===== src/design/fip_pkg.sv =====
// constants and types for the flash page programming host
package fip_pkg;
  // device special function register addresses
  localparam logic [7:0] SFR_CTRL0 = 8'h43;
  localparam logic [7:0] SFR_CTRL2 = 8'h45;
  localparam logic [7:0] SFR_ADDR_LO = 8'h46;
  localparam logic [7:0] SFR_ADDR_HI = 8'h47;
  localparam logic [7:0] SFR_W0_LO = 8'h48;
  localparam logic [7:0] SFR_W0_HI = 8'h49;
  localparam logic [7:0] SFR_W1_LO = 8'h4a;
  localparam logic [7:0] SFR_W1_HI = 8'h4b;
  localparam logic [7:0] SFR_W2_LO = 8'h4c;
  localparam logic [7:0] SFR_W2_HI = 8'h4d;
  localparam logic [7:0] SFR_W3_LO = 8'h4e;
  localparam logic [7:0] SFR_W3_HI = 8'h4f;
  // flash_control_0 fields
  localparam int EWEN_BIT = 7;
  localparam int OPSEL_LSB = 4;
  localparam int ARM_BIT = 3;
  localparam int TRIG_BIT = 2;
  localparam int RDEN_BIT = 1;
  localparam int RDTRIG_BIT = 0;
  // flash_control_2 fields
  localparam int CLR_BIT = 0;
  localparam int TSEL_BIT = 1;
  localparam logic [7:0] ARM_MASK = 8'h01 << ARM_BIT;
  localparam logic [7:0] TRIG_MASK = 8'h01 << TRIG_BIT;
  localparam logic [7:0] RDEN_MASK = 8'h01 << RDEN_BIT;
  localparam logic [7:0] RDTRIG_MASK = 8'h01 << RDTRIG_BIT;
  localparam logic [7:0] CLR_MASK = 8'h01 << CLR_BIT;
  // operation select codes
  localparam logic [2:0] OPSEL_WRITE = 3'h0;
  localparam logic [2:0] OPSEL_ERASE = 3'h1;
  localparam logic [2:0] OPSEL_READ = 3'h3;
  localparam logic [2:0] OPSEL_UNLOCK = 3'h6;
  // unlock pattern
  localparam logic [7:0] UNLOCK_W1_LO = 8'h00;
  localparam logic [7:0] UNLOCK_W2_LO = 8'h0d;
  localparam logic [7:0] UNLOCK_W3_LO = 8'hc3;
  localparam logic [7:0] UNLOCK_W1_HI = 8'h04;
  localparam logic [7:0] UNLOCK_W2_HI = 8'h09;
  localparam logic [7:0] UNLOCK_W3_HI = 8'h40;
  localparam logic [6:0] PAGE_WORDS = 7'h40;
  localparam logic [15:0] BLANK_WORD = 16'h0000;
  // software register map (byte offsets)
  localparam logic [11:0] OFS_CTRL = 12'h000;
  localparam logic [11:0] OFS_ADDR = 12'h004;
  localparam logic [11:0] OFS_COUNT = 12'h008;
  localparam logic [11:0] OFS_STATUS = 12'h00c;
  localparam logic [11:0] OFS_RDATA = 12'h010;
  localparam logic [3:0] OFS_BUF_PAGE = 4'h1;
  localparam int CTRL_TSEL_BIT = 8;
  localparam int STAT_BUSY_BIT = 0;
  localparam int STAT_EN_BIT = 1;
  localparam int STAT_ERR_BIT = 2;
  localparam int STAT_BLANK_BIT = 3;
  localparam logic [2:0] CMD_NONE = 3'h0;
  localparam logic [2:0] CMD_UNLOCK = 3'h1;
  localparam logic [2:0] CMD_ERASE = 3'h2;
  localparam logic [2:0] CMD_WRITE = 3'h3;
  localparam logic [2:0] CMD_READ = 3'h4;
  localparam logic [2:0] CMD_DISABLE = 3'h5;
  localparam logic [1:0] RESP_OKAY = 2'h0;
  localparam logic [1:0] RESP_SLVERR = 2'h2;
  typedef enum logic [1:0] {ST_IDLE, ST_RUN, ST_READ} fip_state_e;
  typedef enum logic [2:0] {OP_WR, OP_POLL, OP_CAP, OP_LOOP, OP_END} fip_op_e;
  typedef struct packed {
    fip_op_e kind;
    logic [7:0] addr;
    logic [7:0] data;
  } fip_op_s;
endpackage


===== src/design/fip_host.sv =====
// host sequencer driving the flash programming registers, commanded over axi4-lite
//
// Local design decisions: the AXI4-Lite register port and the placing of the registers.
`timescale 1ns/1ns
`default_nettype none
module fip_host (
  input wire logic aclk, // system clock, 10 mhz
  input wire logic aresetn, // synchronous reset, active low
  input wire logic ce, // clock enable, freezes all state but the check helpers, which still clear in ST_IDLE, when low
  input wire logic [11:0] awaddr, // axi write address
  input wire logic awvalid, // axi write address valid
  output logic awready, // axi write address ready
  input wire logic [31:0] wdata, // axi write data
  input wire logic [3:0] wstrb, // axi write strobes
  input wire logic wvalid, // axi write data valid
  output logic wready, // axi write data ready
  output logic [1:0] bresp, // axi write response
  output logic bvalid, // axi write response valid
  input wire logic bready, // axi write response ready
  input wire logic [11:0] araddr, // axi read address
  input wire logic arvalid, // axi read address valid
  output logic arready, // axi read address ready
  output logic [31:0] rdata, // axi read data
  output logic [1:0] rresp, // axi read response
  output logic rvalid, // axi read valid
  input wire logic rready, // axi read ready
  output logic [7:0] sfr_addr, // device register address
  output logic [7:0] sfr_wdata, // device register write data
  output logic sfr_wr, // device register write strobe
  output logic sfr_rd, // device register read strobe
  input wire logic [7:0] sfr_rdata, // device read data, valid while sfr_rd is high
  input wire logic dev_stall // device has the processor stalled
);
  import fip_pkg::*;

  fip_state_e state;
  logic [2:0] cmd;
  logic [3:0] step;
  logic [5:0] widx;
  logic [5:0] wlast;
  logic tsel;
  logic flag_en;
  logic err;
  logic blank;
  logic [15:0] rword;
  logic [15:0] faddr;
  logic [6:0] count;
  logic [15:0] wbuf [64];

  // flash_control_0 image
  function automatic logic [7:0] ctrl0(input logic [2:0] mode, input logic en, input logic [7:0] extra);
    logic [7:0] v;
    v = 8'h00;
    v[EWEN_BIT] = en;
    v[OPSEL_LSB +: 3] = mode;
    return v | extra;
  endfunction

  function automatic fip_op_s mk(input fip_op_e k, input logic [7:0] a, input logic [7:0] d);
    fip_op_s o;
    o.kind = k;
    o.addr = a;
    o.data = d;
    return o;
  endfunction

  // byte-lane merge of a software write
  function automatic logic [31:0] merge(input logic [31:0] old, input logic [31:0] nw, input logic [3:0] s);
    logic [31:0] v;
    v = old;
    for (int i = 0; i < 4; i++) begin
      if (s[i]) begin
        v[i*8 +: 8] = nw[i*8 +: 8];
      end
    end
    return v;
  endfunction

  // step table: each command is a short program of device accesses
  function automatic fip_op_s op_of(input logic [2:0] c, input logic [3:0] s, input logic en,
                                    input logic t, input logic [15:0] a, input logic [15:0] w);
    logic [7:0] c2;
    fip_op_s o;
    c2 = CLR_MASK;
    c2[TSEL_BIT] = t;
    o = mk(OP_END, 8'h00, 8'h00);
    case (c)
      CMD_UNLOCK: begin
        case (s)
          4'h0: o = mk(OP_WR, SFR_CTRL0, ctrl0(OPSEL_UNLOCK, en, 8'h00));
          4'h1: o = mk(OP_WR, SFR_CTRL0, ctrl0(OPSEL_UNLOCK, en, ARM_MASK));
          4'h2: o = mk(OP_WR, SFR_W1_LO, UNLOCK_W1_LO);
          4'h3: o = mk(OP_WR, SFR_W2_LO, UNLOCK_W2_LO);
          4'h4: o = mk(OP_WR, SFR_W3_LO, UNLOCK_W3_LO);
          4'h5: o = mk(OP_WR, SFR_W1_HI, UNLOCK_W1_HI);
          4'h6: o = mk(OP_WR, SFR_W2_HI, UNLOCK_W2_HI);
          4'h7: o = mk(OP_WR, SFR_W3_HI, UNLOCK_W3_HI);
          4'h8: o = mk(OP_POLL, SFR_CTRL0, ARM_MASK);
          4'h9: o = mk(OP_CAP, SFR_CTRL0, 8'h00);
          default: o = mk(OP_END, 8'h00, 8'h00);
        endcase
      end
      CMD_ERASE: begin
        case (s)
          4'h0: o = mk(OP_WR, SFR_CTRL0, ctrl0(OPSEL_ERASE, en, 8'h00));
          4'h1: o = mk(OP_WR, SFR_CTRL2, c2);
          4'h2: o = mk(OP_WR, SFR_ADDR_LO, a[7:0]);
          4'h3: o = mk(OP_WR, SFR_ADDR_HI, a[15:8]);
          4'h4: o = mk(OP_WR, SFR_W0_HI, 8'h00); // tag cnt_eff addresses, one per loop pass
          4'h5: o = mk(OP_LOOP, 8'h00, 8'h04);
          4'h6: o = mk(OP_WR, SFR_CTRL0, ctrl0(OPSEL_ERASE, en, TRIG_MASK));
          4'h7: o = mk(OP_POLL, SFR_CTRL0, TRIG_MASK);
          default: o = mk(OP_END, 8'h00, 8'h00);
        endcase
      end
      CMD_WRITE: begin
        case (s)
          4'h0: o = mk(OP_WR, SFR_CTRL0, ctrl0(OPSEL_WRITE, en, 8'h00));
          4'h1: o = mk(OP_WR, SFR_CTRL2, c2);
          4'h2: o = mk(OP_WR, SFR_ADDR_LO, a[7:0]);
          4'h3: o = mk(OP_WR, SFR_ADDR_HI, a[15:8]);
          4'h4: o = mk(OP_WR, SFR_W0_LO, w[7:0]);
          4'h5: o = mk(OP_WR, SFR_W0_HI, w[15:8]);
          4'h6: o = mk(OP_LOOP, 8'h00, 8'h04);
          4'h7: o = mk(OP_WR, SFR_CTRL0, ctrl0(OPSEL_WRITE, en, TRIG_MASK));
          4'h8: o = mk(OP_POLL, SFR_CTRL0, TRIG_MASK);
          default: o = mk(OP_END, 8'h00, 8'h00);
        endcase
      end
      CMD_READ: begin
        case (s)
          4'h0: o = mk(OP_WR, SFR_CTRL0, ctrl0(OPSEL_READ, en, RDEN_MASK));
          4'h1: o = mk(OP_WR, SFR_ADDR_LO, a[7:0]);
          4'h2: o = mk(OP_WR, SFR_ADDR_HI, a[15:8]);
          4'h3: o = mk(OP_WR, SFR_CTRL0, ctrl0(OPSEL_READ, en, RDEN_MASK | RDTRIG_MASK));
          4'h4: o = mk(OP_POLL, SFR_CTRL0, RDTRIG_MASK);
          4'h5: o = mk(OP_CAP, SFR_W0_LO, 8'h00);
          4'h6: o = mk(OP_CAP, SFR_W0_HI, 8'h00);
          default: o = mk(OP_END, 8'h00, 8'h00);
        endcase
      end
      CMD_DISABLE: begin
        case (s)
          4'h0: o = mk(OP_WR, SFR_CTRL0, ctrl0(OPSEL_WRITE, 1'b0, 8'h00));
          4'h1: o = mk(OP_CAP, SFR_CTRL0, 8'h00);
          default: o = mk(OP_END, 8'h00, 8'h00);
        endcase
      end
      default: o = mk(OP_END, 8'h00, 8'h00);
    endcase
    return o;
  endfunction

  // current access and its outcome
  fip_op_s op;
  wire logic issue;
  wire logic poll_done;
  assign op = op_of(cmd, step, flag_en, tsel, faddr, wbuf[widx]);
  // accesses go out at most one per cycle; reads, loop steps and dev_stall leave idle cycles between them
  assign issue = ce && (state == ST_RUN) && !dev_stall;
  assign poll_done = (sfr_rdata & op.data) == 8'h00;

  // software write decode
  wire logic wr_go;
  wire logic w_ctrl;
  wire logic w_addr;
  wire logic w_count;
  wire logic w_buf;
  wire logic w_known;
  wire logic [2:0] new_cmd;
  wire logic refuse;
  wire logic [31:0] wmerged;
  assign wr_go = ce && awvalid && wvalid && !bvalid;
  assign awready = wr_go;
  assign wready = wr_go;
  assign w_ctrl = awaddr == OFS_CTRL;
  assign w_addr = awaddr == OFS_ADDR;
  assign w_count = awaddr == OFS_COUNT;
  assign w_buf = (awaddr[11:8] == OFS_BUF_PAGE) && (awaddr[1:0] == 2'h0);
  assign w_known = w_ctrl || w_addr || w_count || w_buf || awaddr == OFS_STATUS || awaddr == OFS_RDATA;
  assign new_cmd = wdata[2:0];
  // erase and program need the enabled flag seen high
  assign refuse = (state != ST_IDLE) || (new_cmd > CMD_DISABLE)
               || ((new_cmd == CMD_ERASE || new_cmd == CMD_WRITE) && !flag_en);
  assign wmerged = merge({16'h0000, wbuf[awaddr[7:2]]}, wdata, wstrb);

  // clamp the word count to one page, zero meaning one
  wire logic [6:0] cnt_eff;
  assign cnt_eff = (count == 7'h00) ? 7'h01 : ((count > PAGE_WORDS) ? PAGE_WORDS : count);

  // software read decode
  wire logic ar_go;
  wire logic r_buf;
  logic [31:0] rd_val;
  assign ar_go = ce && arvalid && !rvalid;
  assign arready = ar_go;
  assign r_buf = (araddr[11:8] == OFS_BUF_PAGE) && (araddr[1:0] == 2'h0);
  always_comb begin
    rd_val = 32'h0000_0000;
    if (araddr == OFS_CTRL) begin
      rd_val = {23'h000000, tsel, 5'h00, cmd};
    end else if (araddr == OFS_ADDR) begin
      rd_val = {16'h0000, faddr};
    end else if (araddr == OFS_COUNT) begin
      rd_val = {25'h0000000, count};
    end else if (araddr == OFS_STATUS) begin
      rd_val = {28'h0000000, blank, err, flag_en, state != ST_IDLE};
    end else if (araddr == OFS_RDATA) begin
      rd_val = {16'h0000, rword};
    end else if (r_buf) begin
      rd_val = {16'h0000, wbuf[araddr[7:2]]};
    end
  end
  wire logic r_known;
  assign r_known = r_buf || araddr == OFS_CTRL || araddr == OFS_ADDR || araddr == OFS_COUNT
                || araddr == OFS_STATUS || araddr == OFS_RDATA;

  // axi response channels
  always_ff @(posedge aclk) begin
    if (!aresetn) begin
      bvalid <= 1'b0;
      bresp <= RESP_OKAY;
      rvalid <= 1'b0;
      rresp <= RESP_OKAY;
      rdata <= 32'h0000_0000;
    end else if (ce) begin
      if (wr_go) begin
        bvalid <= 1'b1;
        bresp <= w_known ? RESP_OKAY : RESP_SLVERR;
      end else if (bready) begin
        bvalid <= 1'b0;
      end
      if (ar_go) begin
        rvalid <= 1'b1;
        rresp <= r_known ? RESP_OKAY : RESP_SLVERR;
        rdata <= rd_val;
      end else if (rready) begin
        rvalid <= 1'b0;
      end
    end
  end

  // word buffer, frozen while a command runs so the page image stays whole
  always_ff @(posedge aclk) begin
    if (ce && wr_go && w_buf && state == ST_IDLE) begin
      wbuf[awaddr[7:2]] <= wmerged[15:0];
    end
  end

  // merged images of the setup registers; a function result cannot be part-selected
  wire logic [31:0] addr_merged;
  wire logic [31:0] count_merged;
  assign addr_merged = merge({16'h0000, faddr}, wdata, wstrb);
  assign count_merged = merge({25'h0000000, count}, wdata, wstrb);

  // setup registers, ignored while busy
  always_ff @(posedge aclk) begin
    if (!aresetn) begin
      faddr <= 16'h0000;
      count <= PAGE_WORDS;
    end else if (ce && wr_go && state == ST_IDLE) begin
      if (w_addr) begin
        faddr <= addr_merged[15:0];
      end
      if (w_count) begin
        count <= count_merged[6:0];
      end
    end
  end

  // sequencer: one device access per cycle, reads take a second cycle to sample
  always_ff @(posedge aclk) begin
    if (!aresetn) begin
      state <= ST_IDLE;
      cmd <= CMD_NONE;
      step <= 4'h0;
      widx <= 6'h00;
      wlast <= 6'h00;
      tsel <= 1'b0;
      err <= 1'b0;
      sfr_wr <= 1'b0;
      sfr_rd <= 1'b0;
      sfr_addr <= 8'h00;
      sfr_wdata <= 8'h00;
    end else if (ce) begin
      sfr_wr <= 1'b0;
      sfr_rd <= 1'b0;
      if (state == ST_IDLE && wr_go && w_ctrl && new_cmd != CMD_NONE) begin
        err <= refuse;
        if (!refuse) begin
          state <= ST_RUN;
          cmd <= new_cmd;
          step <= 4'h0;
          widx <= 6'h00;
          wlast <= 6'(cnt_eff - 7'h01);
          tsel <= wdata[CTRL_TSEL_BIT];
        end
      end else if (state != ST_IDLE && wr_go && w_ctrl && new_cmd != CMD_NONE) begin
        err <= 1'b1;
      end
      if (issue) begin
        unique case (op.kind)
          OP_WR: begin
            sfr_wr <= 1'b1;
            sfr_addr <= op.addr;
            sfr_wdata <= op.data;
            step <= step + 4'h1;
          end
          OP_POLL, OP_CAP: begin
            sfr_rd <= 1'b1;
            sfr_addr <= op.addr;
            state <= ST_READ;
          end
          OP_LOOP: begin
            if (widx == wlast) begin
              step <= step + 4'h1;
            end else begin
              widx <= widx + 6'h01;
              step <= op.data[3:0];
            end
          end
          OP_END: state <= ST_IDLE;
        endcase
      end else if (state == ST_READ) begin
        state <= ST_RUN;
        if (op.kind != OP_POLL || poll_done) begin
          step <= step + 4'h1;
        end
      end
    end
  end

  // captured device state
  always_ff @(posedge aclk) begin
    if (!aresetn) begin
      flag_en <= 1'b0;
      rword <= 16'h0000;
      blank <= 1'b0;
    end else if (ce && state == ST_READ && op.kind == OP_CAP) begin
      if (op.addr == SFR_CTRL0) begin
        flag_en <= sfr_rdata[EWEN_BIT];
      end else if (op.addr == SFR_W0_LO) begin
        rword[7:0] <= sfr_rdata;
      end else begin
        rword[15:8] <= sfr_rdata;
        blank <= {sfr_rdata, rword[7:0]} == BLANK_WORD;
      end
    end
  end

  // helper state for the checks below
  wire logic trig_wr;
  wire logic prog_trig;
  logic trig_pend;
  logic clr_seen;
  logic lo_loaded;
  logic [6:0] hi_cnt;
  assign trig_wr = sfr_wr && sfr_addr == SFR_CTRL0 && (sfr_wdata & (TRIG_MASK | RDTRIG_MASK)) != 8'h00;
  assign prog_trig = sfr_wr && sfr_addr == SFR_CTRL0 && sfr_wdata[TRIG_BIT];
  always_ff @(posedge aclk) begin
    if (!aresetn || state == ST_IDLE) begin
      trig_pend <= 1'b0;
      clr_seen <= 1'b0;
      lo_loaded <= 1'b0;
      hi_cnt <= 7'h00;
    end else if (ce) begin
      if (trig_wr) begin
        trig_pend <= 1'b1;
      end else if (state == ST_READ && op.kind == OP_POLL && poll_done) begin
        trig_pend <= 1'b0;
      end
      if (sfr_wr && sfr_addr == SFR_CTRL2 && sfr_wdata[CLR_BIT]) begin
        clr_seen <= 1'b1;
      end
      if (sfr_wr && sfr_addr == SFR_W0_LO) begin
        lo_loaded <= 1'b1;
      end else if (sfr_wr && sfr_addr == SFR_W0_HI) begin
        lo_loaded <= 1'b0;
        hi_cnt <= hi_cnt + 7'h01;
      end
    end
  end
endmodule
`default_nettype wire


===== config.mk =====
export PLATFORM = sky130hd
export DESIGN_NAME = fip_host
export DESIGN_NICKNAME = d
export VERILOG_FILES = /design/src/design/fip_pkg.sv /design/src/design/fip_host.sv
export SDC_FILE = /design/constraint.sdc
export NUM_CORES = 2
export LEC_CHECK = 0
export BUFFER_PORTS_ARGS = -buffer_cell sky130_fd_sc_hd__buf_2
export CORE_MARGIN = 2
export CORE_UTILIZATION = 35
export CTS_CLUSTER_DIAMETER = 30
export DETAILED_ROUTE_END_ITERATION = 6
export REMOVE_ABC_BUFFERS = 1
export SLEW_MARGIN = 25
export SYNTH_ARGS = -nofsm -noshare
export SYNTH_HDL_FRONTEND = slang
export SYNTH_SLANG_ARGS = --single-unit

===== constraint.sdc =====
create_clock -name aclk -period 4.6 [get_ports aclk]
set_input_delay 0.46 -clock aclk [delete_from_list [all_inputs] [get_ports aclk]]
set_output_delay 0.46 -clock aclk [all_outputs]
set_load 0.02 [all_outputs]

==> metrics <==
status=finished, final reports clean; worst endpoint required time=5.30 ns; Syn Std Cell Area=54600 µm²; area share of the largest cell type after synthesis=56.4%; IO Port Bufs=96; Crit Path Class=reg -> reg; worst slew pin tran=1.09 ns; Die Height=399 µm; CTS tree=yes; number of nets in the layout=3601; Pwr Total=28200 µW; io pins=136; GR Util met3=6.03%; hold_sp=sfr_rdata[5]; worst hold-check path type=in -> reg; worst setup margin=0.329 ns; DP Wirelength=123000 µm; top-count cell post-synth=edfxtp_1; Starting Density=35.3%; wire per inst=31.2 µm; total CTS buffers=207; final RePlAce weighted congestion=0.949; YS warnings=0; Tcrit/Tclk final=92.8%; vias in the first global route=34000; arrival time worst endpoint=4.97 ns; post-synth cell types=85; cts repair resizes=0; first-pass GRT wire length=254000 µm; Detailed Routing Iterations Pass 1=7; Worst slew margin=27.4%; layout cell share with drive strength beyond 1=37.7%; GR met2 Demand/Resource=33.9%; initial antenna violation count=14; met1 usage=31.1%; post-CTS setup buffer count=0; 1st-iter DRT viols=4902; CP bufs+invs=1; clk slew on worst S/H paths=0.05 ns; Skew-Pair Late Insertion Delay=0.82 ns; setup TNS=0 ns; CTS Buffer Depth=3; CP max-delay cell=dfxtp_4; largest net degree at the start of global routing=79; Std-Cell Rows=144; core footprint=154000 µm²; min Tclk post-route=4.27 ns; via count=34600; Hold Fails Final Rpt=0; CTS Sinks=1129; worst-path cell chain=buf_4 > mux4_2 > o21ai_0 > a221oi_1 > a22oi_1 > a31oi_1 > nand2_1 > nand2_1 > o21ai_0 > and3_1 > o311a_1; Worst setup SP type=flip-flop; GRT Util Overall=22.5%; number of synthesized flops with an enable pin=1024; Top FF cell, synth=edfxtp_1; MaxCap Viol Count=0; total congestion overflow=0; Critical Path End Type=flip-flop; CP delay by family, top=compound AO/OA/AOI/OAI gates; Setup WS pre-CTS=0.395 ns; synthesized area per cell=17.5 µm²; Post-synth ARST share=0%; VDD IR max=0.323 mV; Routed Antenna Nets=0; GRT Max-Usage Layer=met2; register bit total from synthesis=1129; full die area=159000 µm²; Post-Place Cells=5346; max-slew violation count=0; Worst Path Max Fanout=33; H-tree Lvls=4; top post-synthesis cells by area=edfxtp_1, mux4_2, dfxtp_1; Die Wd=399 µm; Seq/Total Area, Yosys=60.2%; top cells by count, synth=edfxtp_1, mux4_2, nor2_1; final setup vio count=0; Layout Cells excl Fill=5748; PwrDens=423 nW/µm²; Syn Inst Count=3124; via-per-instance ratio=6.02; skew final=0.0253 ns; CP max stage delay=0.78 ns; hold buffer count at cts=7; # DRC=0; dominant cell type by area after synthesis=edfxtp_1; Leak=0.0214 µW; Fmax achieved=234 MHz; RSZ-0062 raised after global routing=false; Area Overhead vs Synth=22.1%; final wirelength=179000 µm; Root Driver=clkbuf_16
## through the flow
step	hold WS (ns)	utilization [%]	instance area, µm²
final	0.0567	43.2	66600
after global routing	0.0305	43.2	66600
after CTS	0.00277	43.2	66600
after detailed placement	0.456	38.3	59200
after global placement	0.456	38.3	59200
after floorplan	0.452	-	53300
## power breakdown
group | internal, µW | switching (µW)
Sequential | 11200 | 11.1
Combinational | 415 | 666
Clock | 10200 | 5680
Total | 21800 | 6350
## state kept, by name, indices dropped and copies added (netlist names), 2 cells and up, named ones only
| signal | flops |
|---|---|
| widx | 6 |
| cmd | 3 |
| wbuf | 1024 |
| sfr_addr | 5 |
| sfr_wdata | 8 |
| faddr | 16 |
| rword | 16 |
| count | 7 |
| wlast | 6 |
| state | 2 |
| step | 4 |
| rdata | 16 |
## final timing paths
kind                               to  slack [ns]  depth (start not counted)
max              step[0]$_SDFFE_PN0P_        0.33                         11
min            rword[13]$_SDFFE_PN0P_        0.06                          3
max reg2reg      step[0]$_SDFFE_PN0P_        0.33                         11
min reg2reg  sfr_addr[6]$_SDFFE_PN0P_        0.47                          1
## metal layers
metal | up-vias | share of wire, %
met3 | 356 | 11
li1 | 14000 | -
met5 | - | 0.066
met2 | 2161 | 45
met1 | 18000 | 40
met4 | 18 | 4.0
## kinds of logic (layout without fill, tap and decap cells)
logic type,count (synthesis),count (layout),synth area share [%]
flops,1129,1129,60.2
mux,720,720,26.6
simple gates,612,612,5.45
compound gates,362,362,4.86
buf+inv,286,843,2.65
xor+xnor,8,8,0.128
fa+ha+maj,6,6,0.138
other cells,1,24,0.00687
## worst min-delay path: cells and delay by family
kind,cells,cell delay [ns]
buffers and inverters,1,0.17
multiplexers,1,0.15
AND/OR/NAND/NOR,1,0.06
## cells in the final DEF, fill, tap and decap left out, types with 12 or more instances in the layout
master      synthesis  final
nand3b_1           13     13
a31oi_1            18     18
buf_4              40    303
inv_6               0     37
a21oi_1            44     44
bufinv_16           0     29
conb_1              1     21
clkinv_1            2     21
a222oi_1           17     17
nor2_1            232    230
a22oi_1            26     26
buf_12              3     29
a22o_1             14     14
or3_1              15     15
dfxtp_1           105    100
nand2_1           111    111
clkinv_4            0     23
mux4_2            561    561
o22ai_1            17     17
nor2b_1            66     65
nand3_1            43     43
mux4_1             16     16
edfxtp_1         1024   1024
clkinv_2            0     24
clkbuf_16           0    212
mux2i_1           132    132
a21boi_0           15     15
a221oi_1           22     22
buf_2              41     91
o21ai_0            55     55
nand2b_1           22     22
clkinvlp_4          0     16
inv_8               0     13
a211oi_1           13     13
nor3_1             32     31
inv_1              16     16
and2_1             12     12
## layout make-up
cell class / count / area, µm²
antenna: 3 / 7.51
clock buffer: 223 / 5350
clock inverter: 169 / 2010
inverter: 19 / 71.3
fill: 13400 / 87800
multi-input combinational: 1729 / 20400
sequential: 1129 / 32900
tap: 2044 / 2560
timing repair buffer: 432 / 3410
Note: power is estimated with default switching activity, not from simulation.
